==> config.mk <==
export PLATFORM = sky130hd
export DESIGN_NAME = flash_cmd_frontend
export DESIGN_NICKNAME = d
export VERILOG_FILES = /design/src/common/flash_fe_pkg.sv /design/src/rtl/edge_sync.sv /design/src/rtl/flash_cmd_frontend.sv
export VERILOG_INCLUDE_DIRS = /design/src /design/src/common
export SDC_FILE = /design/constraint.sdc
export NUM_CORES = 1
export LEC_CHECK = 0
export BUFFER_PORTS_ARGS = -buffer_cell sky130_fd_sc_hd__buf_4
export CAP_MARGIN = 5
export CORE_MARGIN = 5
export CORE_UTILIZATION = 53
export CTS_BUF_LIST = sky130_fd_sc_hd__clkbuf_4 sky130_fd_sc_hd__clkbuf_8
export CTS_CLUSTER_DIAMETER = 150
export DETAILED_ROUTE_END_ITERATION = 8
export GPL_TIMING_DRIVEN = 0
export MAX_ROUTING_LAYER = met4
export PLACE_DENSITY = 0.78
export SLEW_MARGIN = 20
export SYNTH_ARGS = -nofsm -noshare
export SYNTH_HDL_FRONTEND = slang
export SYNTH_SLANG_ARGS = --single-unit
==> constraint.sdc <==
create_clock -name core_clk -period 2.24 [get_ports core_clk]
set_clock_uncertainty 0.1 [all_clocks]
set_input_delay 0.336 -clock core_clk [delete_from_list [all_inputs] [get_ports core_clk]]
set_output_delay 0.336 -clock core_clk [all_outputs]
set_load 0.005 [all_outputs]
==> src/common/flash_fe_defines.svh <==
// Constants for the serial flash command front end.
`ifndef FLASH_FE_DEFINES_SVH
`define FLASH_FE_DEFINES_SVH
`define OP_WREN 8'h06
`define OP_WRDI 8'h04
`define OP_WRSR 8'h01
`define OP_RDSR 8'h05
`define OP_READ 8'h03
`define OP_FAST 8'h0B
`define OP_PROG 8'h02
`define OP_SERASE 8'hD8
`define OP_BERASE 8'hC7
`define OP_ID_A 8'h9F
`define OP_ID_B 8'h9E
`define ADDR_BYTES 2'h3
`define SECTOR_LSB 18
`define PAGE_LSB 8
`define PAGE_MAX_BYTES 9'h100
`define ST_BUSY 0
`define ST_WLATCH 1
`define ST_PROT_LSB 2
`define ST_LOCK 7
`define ID_BITS 5'h18
`endif

==> src/common/flash_fe_pkg.sv <==
// Types shared by the serial flash command front end.
package flash_fe_pkg;
  typedef enum logic [1:0] {
    JOB_PROGRAM,
    JOB_SECTOR_ERASE,
    JOB_BULK_ERASE,
    JOB_STATUS_WRITE
  } job_e;
  typedef struct packed {
    job_e kind;
    logic [23:0] addr;
    logic [5:0] sector;
    logic [15:0] page;
    logic [8:0] count;
    logic [7:0] data;
  } job_s;
endpackage

==> src/rtl/edge_sync.sv <==
// Two-flop synchroniser with edge detection on the synchronised level.
`timescale 1ns/10ps
module edge_sync
(
  input wire logic core_clk,
  input wire logic rst_n,
  input wire logic pin,
  input wire logic reset_val,
  output logic level,
  output logic rise,
  output logic fall
);
  logic meta_q;
  logic sync_q;
  logic last_q;
  always_ff @(posedge core_clk or negedge rst_n)
  begin
    if (!rst_n)
    begin
      meta_q <= 1'b0;
      sync_q <= 1'b0;
      last_q <= 1'b0;
    end
    else
    begin
      meta_q <= pin ^ reset_val;
      sync_q <= meta_q;
      last_q <= sync_q;
    end
  end
  assign level = sync_q ^ reset_val;
  assign rise = (sync_q ^ reset_val) & ~(last_q ^ reset_val);
  assign fall = ~(sync_q ^ reset_val) & (last_q ^ reset_val);
endmodule // edge_sync

==> src/rtl/flash_cmd_frontend.sv <==
// Command front end of a serial flash: opcode decode, latch and reads.
//
// Contract
// - Array: 16,777,216 bytes in 64 sectors.
// - 65,536 pages of 256 bytes each.
// - Program clears bits; erase per sector or all.
// - Sector n spans n times 040000h onward.
// - All bytes move most significant bit first.
// - Sample input on rising edges; opcode first.
// - 06h, 04h, 01h: no address; 01h one byte.
// - 03h three address; 0Bh adds one dummy.
// - 02h address plus 1..256 bytes; D8h, C7h.
// - Read outputs end cleanly on deselect.
// - Write commands need whole bytes, else rejected.
// - Array commands ignored during internal cycle.
// - Write enable sets latch; writes need it.
// - Write disable clears the latch.
// - Latch clears at reset and on completion; the code clears it at job hand-off instead, while still busy.
// - 9Fh/9Eh shift 24 identification bits out.
// - Identification not decoded during program/erase.
// - Deselect stops identification, back to standby.
// - 05h repeats live status byte any time.
// - Busy reads one during internal cycles.
// - Latch clear means no write commands.
// - Read address increments, wraps to zero.
`timescale 1ns/10ps
`include "flash_fe_defines.svh"
module flash_cmd_frontend
  import flash_fe_pkg::*;
#(
  parameter logic [7:0] MAKER_CODE = 8'hA5,
  parameter logic [7:0] TYPE_CODE = 8'h5A,
  parameter logic [7:0] SIZE_CODE = 8'h3C
)
(
  input wire logic core_clk,
  input wire logic rst_n,
  input wire logic select_n_pin,
  input wire logic sclk_pin,
  input wire logic serial_in_pin,
  output logic serial_out_pin,
  output logic serial_out_oe_n,
  input wire logic engine_busy,
  input wire logic [7:0] array_rd_data,
  output logic [23:0] array_rd_addr,
  output logic job_valid,
  output job_s job,
  output logic write_latch_flag,
  output logic [2:0] protect_range_bits,
  output logic status_lock_bit
);
  // MAKER_CODE, TYPE_CODE and SIZE_CODE values are arbitrary.
  typedef enum logic [2:0] {
    PH_OPCODE,
    PH_ADDR,
    PH_DUMMY,
    PH_DATA_IN,
    PH_DATA_OUT,
    PH_IGNORE
  } phase_e;

  logic sel_lvl, sel_rise;
  logic clk_rise, clk_fall;
  logic din_lvl;
  edge_sync u_sel (.core_clk(core_clk), .rst_n(rst_n), .pin(select_n_pin),
    .reset_val(1'b1), .level(sel_lvl), .rise(sel_rise), .fall());
  edge_sync u_clk (.core_clk(core_clk), .rst_n(rst_n), .pin(sclk_pin),
    .reset_val(1'b0), .level(), .rise(clk_rise), .fall(clk_fall));
  edge_sync u_din (.core_clk(core_clk), .rst_n(rst_n), .pin(serial_in_pin),
    .reset_val(1'b0), .level(din_lvl), .rise(), .fall());

  phase_e phase_q;
  logic [7:0] op_q;
  logic [7:0] shift_q;
  logic [2:0] bit_q;
  logic [1:0] addr_cnt_q;
  logic [23:0] addr_q;
  logic [8:0] data_cnt_q;
  logic [7:0] out_q;
  logic [4:0] id_cnt_q;
  logic wsr_q;
  logic [7:0] wsr_data_q;
  logic busy_flag;
  logic selected;
  logic [7:0] byte_in;
  logic byte_done;
  logic [7:0] status_byte;
  logic [23:0] id_word;
  logic is_write_op;

  assign selected = ~sel_lvl;
  assign busy_flag = engine_busy | job_valid;
  assign byte_in = {shift_q[6:0], din_lvl};
  assign byte_done = selected & clk_rise & (bit_q == 3'h7);
  assign id_word = {MAKER_CODE, TYPE_CODE, SIZE_CODE};
  always_comb
  begin
    status_byte = 8'h00;
    status_byte[`ST_BUSY] = busy_flag;
    status_byte[`ST_WLATCH] = write_latch_flag;
    status_byte[`ST_PROT_LSB +: 3] = protect_range_bits;
    status_byte[`ST_LOCK] = status_lock_bit;
  end
  always_comb
  begin
    unique case (op_q)
      `OP_PROG, `OP_SERASE, `OP_BERASE, `OP_WRSR, `OP_WREN, `OP_WRDI:
        is_write_op = 1'b1;
      default:
        is_write_op = 1'b0;
    endcase
  end

  // Bit counter within the current byte; deselect restarts framing.
  always_ff @(posedge core_clk or negedge rst_n)
  begin
    if (!rst_n)
    begin
      bit_q <= 3'h0;
      shift_q <= 8'h00;
    end
    else if (!selected)
    begin
      bit_q <= 3'h0;
    end
    else if (clk_rise)
    begin
      bit_q <= bit_q + 3'h1;
      shift_q <= byte_in;
    end
  end

  // Command phase sequencer.
  always_ff @(posedge core_clk or negedge rst_n)
  begin
    if (!rst_n)
    begin
      phase_q <= PH_OPCODE;
      op_q <= 8'h00;
      addr_cnt_q <= 2'h0;
      addr_q <= 24'h000000;
      data_cnt_q <= 9'h000;
      wsr_data_q <= 8'h00;
      id_cnt_q <= 5'h00;
    end
    else if (!selected)
    begin
      phase_q <= PH_OPCODE;
      addr_cnt_q <= 2'h0;
      data_cnt_q <= 9'h000;
      id_cnt_q <= 5'h00;
    end
    else
    begin
      if (byte_done)
      begin
        unique case (phase_q)
          PH_OPCODE:
          begin
            op_q <= byte_in;
            unique case (byte_in)
              `OP_READ, `OP_FAST, `OP_PROG, `OP_SERASE:
                phase_q <= busy_flag ? PH_IGNORE : PH_ADDR;
              `OP_WRSR:
                phase_q <= busy_flag ? PH_IGNORE : PH_DATA_IN;
              `OP_RDSR:
                phase_q <= PH_DATA_OUT;
              `OP_ID_A, `OP_ID_B:
                phase_q <= busy_flag ? PH_IGNORE : PH_DATA_OUT;
              default:
                phase_q <= PH_IGNORE;
            endcase
          end
          PH_ADDR:
          begin
            addr_q <= {addr_q[15:0], byte_in};
            addr_cnt_q <= addr_cnt_q + 2'h1;
            if (addr_cnt_q == `ADDR_BYTES - 2'h1)
            begin
              unique case (op_q)
                `OP_READ: phase_q <= PH_DATA_OUT;
                `OP_FAST: phase_q <= PH_DUMMY;
                `OP_PROG: phase_q <= PH_DATA_IN;
                default: phase_q <= PH_IGNORE;
              endcase
            end
          end
          PH_DUMMY:
            phase_q <= PH_DATA_OUT;
          PH_DATA_IN:
          begin
            if (op_q == `OP_WRSR)
            begin
              wsr_data_q <= byte_in;
              phase_q <= PH_IGNORE;
            end
            else if (data_cnt_q != `PAGE_MAX_BYTES)
            begin
              data_cnt_q <= data_cnt_q + 9'h001;
              wsr_data_q <= byte_in;
            end
          end
          PH_DATA_OUT:
            if (op_q == `OP_READ || op_q == `OP_FAST)
              addr_q <= addr_q + 24'h000001;
          PH_IGNORE:
            phase_q <= PH_IGNORE;
          default:
            phase_q <= PH_IGNORE;
        endcase
      end
      if (phase_q == PH_DATA_OUT && clk_fall && id_cnt_q != `ID_BITS)
        id_cnt_q <= id_cnt_q + 5'h01;
    end
  end

  // Output shifter, changes on falling serial clock edges.
  always_ff @(posedge core_clk or negedge rst_n)
  begin
    if (!rst_n)
    begin
      out_q <= 8'h00;
      serial_out_pin <= 1'b0;
      serial_out_oe_n <= 1'b1;
    end
    else if (!selected || phase_q != PH_DATA_OUT)
    begin
      serial_out_oe_n <= 1'b1;
      serial_out_pin <= 1'b0;
    end
    else if (clk_fall)
    begin
      serial_out_oe_n <= 1'b0;
      if (op_q == `OP_ID_A || op_q == `OP_ID_B)
      begin
        if (id_cnt_q == `ID_BITS)
          serial_out_oe_n <= 1'b1;
        else
          serial_out_pin <= id_word[`ID_BITS - 5'h01 - id_cnt_q];
      end
      else if (bit_q == 3'h0)
      begin
        if (op_q == `OP_RDSR)
        begin
          serial_out_pin <= status_byte[7];
          out_q <= {status_byte[6:0], 1'b0};
        end
        else
        begin
          serial_out_pin <= array_rd_data[7];
          out_q <= {array_rd_data[6:0], 1'b0};
        end
      end
      else
      begin
        serial_out_pin <= out_q[7];
        out_q <= {out_q[6:0], 1'b0};
      end
    end
  end

  always_ff @(posedge core_clk or negedge rst_n)
  begin
    if (!rst_n)
      array_rd_addr <= 24'h000000;
    else
      array_rd_addr <= addr_q;
  end

  // Marks that exactly one status data byte has followed the opcode.
  always_ff @(posedge core_clk or negedge rst_n)
  begin
    if (!rst_n)
      wsr_q <= 1'b0;
    else if (!selected)
      wsr_q <= 1'b0;
    else if (byte_done)
      wsr_q <= (phase_q == PH_DATA_IN) && (op_q == `OP_WRSR);
  end

  // Write latch and job launch on clean deselect.
  always_ff @(posedge core_clk or negedge rst_n)
  begin
    if (!rst_n)
    begin
      write_latch_flag <= 1'b0;
      job_valid <= 1'b0;
      job <= '0;
      protect_range_bits <= 3'h0;
      status_lock_bit <= 1'b0;
    end
    else
    begin
      job_valid <= 1'b0;
      if (job_valid)
        write_latch_flag <= 1'b0;
      if (sel_rise && bit_q == 3'h0 && is_write_op)
      begin
        unique case (op_q)
          `OP_WREN:
            if (phase_q == PH_IGNORE && !busy_flag)
              write_latch_flag <= 1'b1;
          `OP_WRDI:
            if (phase_q == PH_IGNORE && !busy_flag)
              write_latch_flag <= 1'b0;
          `OP_WRSR:
            if (write_latch_flag && !busy_flag && wsr_q && !status_lock_bit)
            begin
              protect_range_bits <= wsr_data_q[`ST_PROT_LSB +: 3];
              status_lock_bit <= wsr_data_q[`ST_LOCK];
              job_valid <= 1'b1;
              job.kind <= JOB_STATUS_WRITE;
            end
          `OP_PROG:
            if (write_latch_flag && phase_q == PH_DATA_IN
              && data_cnt_q != 9'h000)
            begin
              job_valid <= 1'b1;
              job.kind <= JOB_PROGRAM;
              job.count <= data_cnt_q;
            end
          `OP_SERASE:
            if (write_latch_flag && phase_q == PH_IGNORE
              && addr_cnt_q == `ADDR_BYTES)
            begin
              job_valid <= 1'b1;
              job.kind <= JOB_SECTOR_ERASE;
            end
          `OP_BERASE:
            if (write_latch_flag && phase_q == PH_IGNORE && !busy_flag)
            begin
              job_valid <= 1'b1;
              job.kind <= JOB_BULK_ERASE;
            end
          default:
            job_valid <= 1'b0;
        endcase
        job.addr <= addr_q;
        job.sector <= addr_q[23:`SECTOR_LSB];
        job.page <= addr_q[23:`PAGE_LSB];
        job.data <= wsr_data_q;
      end
    end
  end
endmodule // flash_cmd_frontend

Yosys cells after proc, flatten, opt, wreduce, memory -nomap -nowiden
Memories as Yosys holds them, arrays and structs flattened.
Cells that the tools add are included.
{ "totals": {"register_bits": 183, "rom_bits": 32, "in_bits": 14, "out_inout_bits": 97, "word_cells": 198, "n_memories": 1} }
{ "op_classes": {"add_sub_neg": 6, "n_lt_le_gt_ge": 1, "n_eq_ne": 47, "mux": 58, "bitwise_logic": 12, "reduce_logical": 41} }
{ "mem_list": {"columns": ["name", "words", "width", "read_ports", "rd_ports_with_merged_regs", "wr", "line", "rtl"], "rows": [
  ["(name not given)", 32, 1, 1, 0, 0, "flash_cmd_frontend.sv:239", "serial_out_pin <= id_word[`ID_BITS - 5'h01 - id_cnt_q];"]
]} }
{ "ops": {"columns": ["operator", "n"], "rows": [
  ["== test 8 bit, second input constant", 7],
  ["one-hot mux 24 bit (2 select lines)", 1],
  ["2-to-1 mux 9 bit", 5],
  ["== test 8 x 2 -> 1 bit, second input constant", 4],
  ["== test 8 x 3 -> 1 bit, second input constant", 4],
  ["2-to-1 mux 8 bit", 4],
  ["adder 24 x 1 -> 24 bit, second input constant", 1],
  ["2-to-1 mux 1 bit", 24],
  ["2-to-1 mux 24 bit", 1],
  ["2-to-1 mux 3 bit", 8],
  ["inequality test 2 bit, second input constant", 12],
  ["== test 8 x 1 -> 1 bit, second input constant", 2],
  ["== test 8 x 4 -> 1 bit, second input constant", 2],
  ["AND reduction 4 bit", 4],
  ["one-hot mux 3 bit (5 select lines)", 1],
  ["logical AND 1 bit", 14],
  ["2-to-1 mux 2 bit", 7],
  ["inequality test 3 bit, second input constant", 4],
  ["one-hot mux 3 bit (4 select lines)", 1],
  ["AND reduction 3 bit", 4],
  ["2-to-1 mux 5 bit", 2],
  ["adder 9 x 1 -> 9 bit, second input constant", 1],
  ["== test 3 bit, second input constant", 3],
  ["inequality test 9 bit, second input constant", 1],
  ["29 further kinds", 48]
]} }

Longest topological paths before layout
Gate-level depths: netlist (run 1).
{ "logic_depth": {"ltp_word": 8, "mapped_depth": 8, "ltp_nobuf": 7} }

Modules after synthesis
Synthesis (run 1) repeated with hierarchy kept, for this count alone.
{ "hier_totals": {"hier_cells": 682, "area_unflattened_um2": 7787.5} }
{ "by_module_without_submodules": {"columns": ["module", "instances", "cells_per_inst", "area_per_inst_um2", "seq_area_each_um2"], "rows": [
  ["flash_cmd_frontend", 1, 652, 7393.3, 3804.9],
  ["edge_sync", 3, 10, 131.4, 75.1]
]} }

Worst setup path before layout (run 1)
Ideal clock, no wire load.
{ "synth_path": {"kind": "flip-flop to flip-flop", "from": "register op_q[0]", "to": "register job[47] in the netlist's numbering", "setup_ns": 0.128, "arrival_ns": 2.043, "required_ns": 2.012, "slack_ns": -0.030, "path_stages_with_launch": 8, "n_path_buf": 2, "period_less_slack_ns": 2.270, "cell_sequence": "dfrtp_1 -> buf_2 -> or4b_1 -> nor2_1 -> nor2_1 -> a31oi_4 -> buf_6 -> mux2_1"} }
{ "synth_via": {"elab_chain_cells": 4, "elab_cells_between_ends": 9, "cone_classes": "eq/ne: 6; mux: 1; reduce/logical: 2"} }
{ "synth_lines": {"columns": ["element", "line", "rtl"], "rows": [
  ["start: declaration", "flash_cmd_frontend.sv:73", "logic [7:0] op_q;"],
  ["start signal: assignment", "flash_cmd_frontend.sv:160", "op_q <= byte_in;"],
  ["== test 8 x 1 -> 1 bit (tied with other cells)", "flash_cmd_frontend.sv:106", "unique case (op_q)"],
  ["OR reduction 6 bit *", "flash_cmd_frontend.sv:106", null],
  ["2-to-1 mux 1 bit *", "flash_cmd_frontend.sv:106", null],
  ["logical AND 1 bit *", "flash_cmd_frontend.sv:297", "if (sel_rise && bit_q == 3'h0 && is_write_op)"],
  ["end: declaration", "flash_cmd_frontend.sv:47", "output job_s job,"]
]} }
Every way passes the cells marked *; elsewhere a longest branch is shown, timed or not.
A chain may end at the register's enable or synchronous reset.

Worst setup path in the final report (run 1)
{ "layout_path": {"from": "register op_q[2]", "to": "register job[43] in the netlist's numbering"} }
The elaborated chain is that of the path after synthesis.

==> flow_summary.toml, run 1 <==
[synth]
synth_ff_type = "dfrtp_1"
synth-seq-area-share_pct = 53.6
synthArstFlopShare_pct = 100
ys_ff_latch = 160
synthesis.nets = 685
synthTopCellsByArea = "dfrtp_1, mux2_1, o21ai_0, buf_4, a21oi_1"
syn_inst = 660
avgSynthCellArea_um2 = 11.3
synth_top_area_cell = "dfrtp_1"
syn_area_mm2 = 0.00747
synth_warnings = 0
yosysTopAreaCellShare_pct = 53.2
synth_edf_count = 0
synth.distinct_cells = 70

[sta]
period_minus_slack_ns = 2.27
setup_viol = 13
fmax_mhz = 440
period_share_pct = 101
relSlewSlack_pct = 61.3
worstMarginPinSlew_ns = 0.581
hold_viol_final = 0
rsz0062_at_grt = "yes"
layout_setup_ws_ns = -0.0315
slew_violations = 0
tns_ns = -0.151

[clocking]
cts.path.max_buffers = 2
tritoncts = "done"
htreeDepth = 4
cts_sinks = 160
path_clk_slew_ns = 0.08
worstSkewPairLatency_ns = 0.45
cts-root-buf = "clkbuf_8"
cts_made_buffers = 17

[grt]
top_usage_layer = "met2"
met3_usage_pct = 4.36
grt_pass1_vias = 5826
grt_util_met1_pct = 32.7
met2_usage_pct = 34.2
antenna_found_initial = 0
grt_pass1_wl_mm = 29.8
grt.overflow.total = 0
grt_max_degree = 85
grtUsageTotal_pct = 23.2

[finish]
diodes = 0
drive_gt1_share_pct = 37.3
fillerInstances = 957
final_nets = 850
area_growth_pct = 29.9
post-route-util_pct = 70.2

[placement]
dp_hpwl_mm = 12.6
io_buffers = 110
gp_routability_congestion = 0.921

[drt]
vias_per_cell = 5.79
drt_first_pass_iters = 5
num_vias = 5885
drc = 0
detail_route.wl_per_cell_um = 18.5
drt-total-wl_mm = 18.8
ant_nets = 0
drtIter0Drc = 471

[floorplan]
num_rows = 43
chipWidth_um = 129
start_util_pct = 54.0
core_area_mm2 = 0.0138
die-height_um = 129
dieArea_mm2 = 0.0166
ioPinCount = 111

[critical_path]
critPathMaxFanout = 5
worstSetupPathType = "register to register"
startpoint_type = "register"
critPathArrivalTime_ns = 2.51
cp-end-kind = "register"
cp_data_required_time_ns = 2.47

[power_and_ir_drop]
irDropWorstVdd_v = 0.000593
leakage_nw = 4.59
powerDensity_mw_per_mm2 = 563

[worst_hold_path]
worstHoldPathType = "primary input to register"

[run_status]
violations = "setup timing"
outcome = "finished, violations left"

[flow_run]
cap_violations = 0
## worst max-delay path: stages, from the launching register on
cell and delay [ns]:
dfrtp_2 0.47, or4b_4 0.57, nor2_4 0.14, nor2_4 0.06
a31oi_4 0.18, buf_6 0.17, clkbuf_16 0.16, mux2_4 0.29
## worst paths after layout
path	startpoint	end	slack [ns]	cells past startpoint
max in group asynchronous	rst_n	array_rd_addr[21]$_DFF_PN0_	0.91	3
max	op_q[2]$_DFFE_PN0P_	job[43]$_DFFE_PN0N_	-0.03	7
max reg2reg	op_q[2]$_DFFE_PN0P_	job[43]$_DFFE_PN0N_	-0.03	7
min	array_rd_data[0]	out_q[1]$_DFFE_PN0P_	0.13	3
min reg2reg	u_clk.meta_q$_DFF_PN0_	u_clk.sync_q$_DFF_PN0_	0.25	0
min in group asynchronous	rst_n	phase_q[1]$_DFFE_PN0P_	0.34	2
## Yosys cell counts, drive strengths merged, types with 2 or more instances
library cell,n
clkbuf,27
nor3,7
a21boi,5
nand2b,7
o21ai,45
nor2,38
nand4,15
nand4b,7
nand3b,2
or2,2
mux2,61
a21o,4
and4b,4
o31ai,2
dfrtp,159
o22ai,8
or3,5
mux2i,10
a22o,2
ha,11
a31o,2
nor4,8
a2bb2oi,11
a32oi,4
or4b,2
xor2,2
a21oi,30
nand3,26
and3,4
nor2b,9
buf,30
a211oi,9
inv,14
a31oi,5
nor4b,3
and4,4
nand2,33
xnor2,11
and2,12
nor3b,4
## metrics by stage
stage | hold WS (ns) | setup WS [ns] | power, W | std cells | cell area, um^2
floorplan | -0.0596 | 0.0151 | 0.00319 | 660 | 7470
global route | 0.132 | -0.0671 | 0.00567 | 1016 | 9710
detailed placement | 0.236 | -0.489 | 0.00335 | 951 | 8560
finish | 0.125 | -0.0315 | 0.00547 | 1016 | 9710
global placement | 0.233 | -0.435 | 0.00332 | 950 | 8530
CTS | 0.106 | -0.0524 | 0.00550 | 1003 | 9350
## repair_timing
action | 4_1_cts | 5_1_grt
pin swaps | 6 | 16
hold buffers | 4 | 0
endpoints found under the hold margin | 78 | 0
setup buffers | 18 | 13
setup endpoints to repair | 93 | 86
gates resized for setup | 60 | 64
cloned | 2 | 2
## kinds of logic after synthesis
kind of cell               count (synthesis)  synth area share, %
and+or+nand+nor                          195                 14.8
DFF                                      160                 53.6
AOI/OAI and AO/OA                        138                 12.0
buffers and inverters                     71                 5.12
muxes                                     71                 11.0
xor gates and xnor gates                  13                 1.52
adders and majority gates                 12                 1.98
## registers in the layout (all words and copies together) (netlist names), 2 cells and up
register,cells
phase_q,3
addr_q,24
protect_range_bits,3
shift_q,7
data_cnt_q,9
job,43
wsr_data_q,8
addr_cnt_q,2
id_cnt_q,5
array_rd_addr,24
op_q,8
out_q,7
bit_q,3
## cell usage in the layout (no fill, tap or decap), drive strengths merged, types with 5 or more instances in the layout
cell type	synthesis	routed
a211oi	9	9
a21boi	5	5
a21oi	30	30
a2bb2oi	11	11
a31oi	5	5
and2	12	12
buf	30	174
clkbuf	27	44
clkinv	0	5
dfrtp	159	159
ha	11	11
inv	14	14
mux2	61	61
mux2i	10	10
nand2	33	33
nand2b	7	7
nand3	26	26
nand4	15	15
nand4b	7	7
nor2	38	38
nor2b	9	9
nor3	7	7
nor4	8	8
o21ai	45	45
o22ai	8	8
or3	5	5
xnor2	11	11
## routing by layer
metal,vias to the layer above,wire [um]
met5,-,0
met4,0,319
met1,2911,8430
met3,31,1190
met2,224,8910
li1,2719,-
## power by group
part	internal [W]	leakage, nW	total (W)	switching (W)
combinational	0.000124	2.25	0.000303	0.000179
clock	0.00112	0.197	0.00216	0.00103
sequential	0.00293	2.15	0.00301	0.0000751
## layout make-up
type,count,area (um^2),share of cell area [%]
plain buffers,53,370,3.82
clock buffers,19,255,2.63
clock inverters,11,141,1.46
inverters,14,52.6,0.541
multi-input cells,429,3420,35.2
flip-flops and latches,160,4020,41.4
well taps,180,225,2.32
repair buffers,150,1230,12.7
(Power assumes the default switching activity.)
==> inputs of run 2 (changes only) <==
==> constraint.sdc (replaced) <==
create_clock -name core_clk -period 2.24 [get_ports core_clk]
set_clock_uncertainty 0.1 [all_clocks]
set_input_delay 0.672 -clock core_clk [delete_from_list [all_inputs] [get_ports core_clk]]
set_output_delay 0.672 -clock core_clk [all_outputs]
set_load 0.005 [all_outputs]
==> run 2 against run 1 <==
Net effect: the flow still finishes with violations (setup timing); non-clock buffer count is 4 lower; design area is 0.41% lower; register-to-register slack hardly changed; wire length is 0.20% lower; cell count is 0.39% lower; power hardly changed; critical path depth stayed put; first-iteration DRC count is 3.0% lower; via count is 0.51% higher; global-route usage is 0.064 points lower; core utilization is 0.29 points lower; hold slack worse by 0.046 ns; critical endpoint unchanged; highest routed layer unchanged.
==> flow_summary.toml, run 2 (same netlist as run 1, synthesis figures left out) <==
[run_status]
outcome = "finished, violations left"
violations = "setup timing"

[critical_path]
reg2reg_slack_ns = -0.03
critPathArrivalTime_ns = 2.50
cp_data_required_time_ns = 2.47
reg2reg_to = "job[43]$_DFFE_PN0N_"
crit_family = "simple AND/OR/NAND/NOR gates"
r2r_start = "op_q[2]$_DFFE_PN0P_"
crit_start = "op_q[2]$_DFFE_PN0P_"
startpoint_type = "register"
r2r_cells = 7
worstSetupPathType = "register to register"
cp_slowest_cell = "or4b_4"
cp-end-kind = "register"
crit_top_cell = "nor2_4"
slowest_delay_ns = 0.57
critical_path_buf_inv_count = 2
critPathMaxFanout = 5
worstPathCellList = "or4b_4 > nor2_4 > nor2_4 > a31oi_4 > buf_6 > clkbuf_16 > mux2_4"

[power_and_ir_drop]
leakage_nw = 4.57
powerDensity_mw_per_mm2 = 565
irDropWorstVdd_v = 0.000590

[finish]
stdcell_count = 1012
area_growth_pct = 29.4
diodes = 0
drive_gt1_share_pct = 37.5
final_common_cell = "buf_4"
reg_top3 = "job x43, addr_q x24, array_rd_addr x24"
regMostFlops = "job"
mostFrequentLayoutCells = "buf_4, dfrtp_1, mux2_4, o21ai_0"
largest_reg_flops = 43
fillerInstances = 960
seqCellArea_mm2 = 0.00402
multiInputGateArea_mm2 = 0.00342
final_nets = 846

[grt]
antenna_found_initial = 0
grt_pass1_vias = 5787
grt_pass1_wl_mm = 29.7
grtUsageTotal_pct = 23.2
grt_max_degree = 85
grt.overflow.total = 0

[sta]
setup_viol = 12
period_share_pct = 101
rsz0062_at_grt = "yes"
fmax_mhz = 441
worstMarginPinSlew_ns = 0.582
layout_setup_ws_ns = -0.0297
relSlewSlack_pct = 61.2
hold_viol_final = 0
period_minus_slack_ns = 2.27
slew_violations = 0

[drt]
detail_route.wl_per_cell_um = 18.6
ant_nets = 0
num_vias = 5915
drc = 0
drt_first_pass_iters = 5
drtIter0Drc = 457
drt-total-wl_mm = 18.8
vias_per_cell = 5.84

[floorplan]
core_area_mm2 = 0.0138
ioPinCount = 111
start_util_pct = 54.0
dieArea_mm2 = 0.0166
die-height_um = 129
num_rows = 43
chipWidth_um = 129

[clocking]
worstSkewPairLatency_ns = 0.45
cts_made_buffers = 17
tritoncts = "done"
path_clk_slew_ns = 0.08
postCtsHoldBufs = 0
cts-root-buf = "clkbuf_8"
htreeDepth = 4
cts_sinks = 160
cts.path.max_buffers = 2

[placement]
dp.cells = 951
pre_cts_ws_ns = -0.631
dp_hpwl_mm = 12.6
io_buffers = 110
gp_routability_congestion = 0.921

[worst_hold_path]
worstHoldPathType = "primary input to asynchronous set/reset pin"

[flow_run]
cap_violations = 0
[run 2: cell type report]
cell class,count,area share (%)
clock inverters,11,1.46
repair buffers,146,12.3
clock buffers,19,2.64
flip-flops and latches,160,41.5
multi-input cells,429,35.3
plain buffers,53,3.83
well taps,180,2.33
inverters,14,0.544
[run 2: what timing repair did]
item	4_1_cts	5_1_grt
resized for setup	60	64
pin swaps	6	16
buffers inserted	18	13
setup endpoints to repair	93	86
cloned	2	2
[run 2: where the power goes]
| part | leakage [nW] | internal [W] | switching [W] |
|---|---|---|---|
| Combinational | 2.23 | 0.000119 | 0.000177 |
| Sequential | 2.15 | 0.00293 | 0.0000749 |
| Clock | 0.197 | 0.00112 | 0.00103 |
| Total | 4.57 | 0.00418 | 0.00129 |
[run 2: routing by layer]
layer	share of wire (%)	up-vias	wire length, um	GRT usage [%]
met5	0	-	0	-
met1	44	2933	8310	32.6
met3	6.8	35	1280	4.36
met4	1.7	0	325	7.72
li1	-	2714	-	-
met2	47	233	8890	34.0
[run 2: worst max-delay path by stage]
stage                          endpoint  depth (start not counted)  slack [ns]
CTS                 job[43]$_DFFE_PN0N_                          7       -0.05
floorplan           job[47]$_DFFE_PN0N_                          7        0.02
detailed placement  job[63]$_DFFE_PN0P_                          6       -0.63
global placement    job[63]$_DFFE_PN0P_                          6       -0.55
finish              job[43]$_DFFE_PN0N_                          7       -0.03
global route        job[43]$_DFFE_PN0N_                          7       -0.07
[run 2: metrics by stage]
stage / TNS [ns] / util [%] / hold WS [ns] / total power (W) / cell area [um^2]
finish: -0.145 / 69.9 / 0.0797 / 0.00546 / 9670
detailed placement: -25.37 / 61.9 / 0.236 / 0.00335 / 8560
CTS: -0.804 / 67.3 / 0.0839 / 0.00550 / 9310
global placement: -73.27 / 61.7 / 0.233 / 0.00332 / 8530
floorplan: 0 / - / 0.231 / 0.00319 / 7470
global route: -1.46 / 69.9 / 0.0954 / 0.00567 / 9670
==> inputs of run 3 (changes only) <==
--- a/config.mk
+++ b/config.mk
@@ -16,6 +16,7 @@
 export GPL_TIMING_DRIVEN = 0
 export MAX_ROUTING_LAYER = met4
 export PLACE_DENSITY = 0.78
+export SKIP_CTS_REPAIR_TIMING = 1
 export SLEW_MARGIN = 20
 export SYNTH_ARGS = -nofsm -noshare
 export SYNTH_HDL_FRONTEND = slang
==> run 3 against run 2 <==
Net effect: the flow still finishes with violations (setup timing); clock-buffer cell count stayed put; hold slack worse by 0.012 ns; largest cell class unchanged; global-route usage fell by 0.66 points; power decreased by 0.24%; die area stayed put; via count decreased by 2.4%; design area is 2.4% lower.
==> flow_summary.toml, run 3 (same netlist as run 1, synthesis figures left out) <==
[drt]
wl_met2_mm = 8.70
met1_length_mm = 8.12
routed.top_layer = "met4"
vias_per_cell = 5.77
ant_nets = 0
drtIter0Drc = 467
wl_met3_mm = 1.18
detail_route.wl_per_cell_um = 18.3
num_vias = 5774
drc = 0
drt-total-wl_mm = 18.3
drt_first_pass_iters = 5

[power_and_ir_drop]
irDropWorstVdd_v = 0.000594
leakage_nw = 4.52
powerDensity_mw_per_mm2 = 578

[sta]
layout_setup_ws_ns = -0.0888
tns_ns = -2.77
hold_viol_final = 0
worstMarginPinSlew_ns = 0.590
period_minus_slack_ns = 2.33
relSlewSlack_pct = 60.7
whs_ns = 0.0677
fmax_mhz = 429
period_share_pct = 104
rsz0062_at_grt = "yes"
setup_viol = 44
slew_violations = 0

[floorplan]
chipWidth_um = 129
num_rows = 43
dieArea_mm2 = 0.0166
start_util_pct = 54.0
die-height_um = 129
core_area_mm2 = 0.0138
ioPinCount = 111

[clocking]
htreeDepth = 4
path_clk_slew_ns = 0.08
cts-root-buf = "clkbuf_8"
cts.path.max_buffers = 2
cts_sinks = 160
tritoncts = "done"
cts_made_buffers = 17
worstSkewPairLatency_ns = 0.46

[finish]
diodes = 0
final_nets = 835
drive_gt1_share_pct = 33.7
fillerInstances = 996
fin_area_mm2 = 0.00944
regMostFlops = "job"
area_growth_pct = 26.3
mostFrequentLayoutCells = "buf_4, dfrtp_1, o21ai_0, mux2_1"
largest_reg_flops = 43
reg_top3 = "job x43, addr_q x24, array_rd_addr x24"

[critical_path]
worstSetupPathType = "register to register"
r2r_cells = 6
startpoint_type = "register"
path_depth = 6
cp-end-kind = "register"
critPathArrivalTime_ns = 2.57
critical_path_buf_inv_count = 2
cp_slowest_cell = "or4_4"
crit_family = "simple AND/OR/NAND/NOR gates"
worstPathCellList = "nor4b_4 > and2_4 > inv_2 > or4_4 > buf_6 > mux2_4"
critPathMaxFanout = 5
slowest_delay_ns = 0.53
cp_data_required_time_ns = 2.48

[run_status]
violations = "setup timing"
outcome = "finished, violations left"

[worst_hold_path]
worstHoldPathType = "primary input to asynchronous set/reset pin"

[placement]
gp_routability_congestion = 0.921
dp_hpwl_mm = 12.6
io_buffers = 110
dpl_cell_area_mm2 = 0.00856

[grt]
grt_pass1_wl_mm = 28.8
grt_pass1_vias = 5632
grtUsageTotal_pct = 22.5
grt.overflow.total = 0
antenna_found_initial = 0
grt_max_degree = 85

[flow_run]
cap_violations = 0
==> run 3: worst paths after layout <==
path                                        startpoint                          end  slack (ns)
worst max-delay path               op_q[5]$_DFFE_PN0P_          job[10]$_DFFE_PN0P_       -0.09
worst min-delay path                             rst_n       u_clk.sync_q$_DFF_PN0_        0.07
worst max register to register     op_q[5]$_DFFE_PN0P_          job[10]$_DFFE_PN0P_       -0.09
worst min register to register  u_clk.meta_q$_DFF_PN0_       u_clk.sync_q$_DFF_PN0_        0.25
max in group asynchronous                        rst_n  array_rd_addr[21]$_DFF_PN0_        1.17
min in group core_clk                    serial_in_pin       u_din.meta_q$_DFF_PN0_        0.22
==> run 3: final cells by class <==
class / instances / area, um^2 / area share, %
repair buffers: 134 / 1080 / 11.5
inverters: 14 / 52.6 / 0.557
flip-flops and latches: 160 / 4020 / 42.6
clock inverters: 11 / 141 / 1.50
plain buffers: 54 / 367 / 3.88
multi-input cells: 429 / 3300 / 34.9
well taps: 180 / 225 / 2.39
clock buffers: 19 / 255 / 2.70
==> run 3: power breakdown <==
group	leakage [nW]	internal, W	total, W	switching (W)
registers	2.15	0.00293	0.00301	0.0000728
logic	2.17	0.000117	0.000291	0.000174
clock network	0.197	0.00112	0.00215	0.00103
==> run 3: stage by stage <==
stage,utilization (%),setup slack (ns),std cells,total power (W)
2_1_floorplan,-,0.0151,660,0.00319
3_3_place_gp,61.7,-0.547,950,0.00332
3_5_place_dp,61.9,-0.631,951,0.00335
4_1_cts,64.8,-0.511,981,0.00549
5_1_grt,68.3,-0.133,1001,0.00566
6_report,68.3,-0.0888,1001,0.00545
==> run 3: layer usage <==
layer	track usage [%]	vias up
met2	32.8	204
met3	4.19	33
met5	-	-
met1	31.8	2854
li1	-	2683
met4	7.84	0
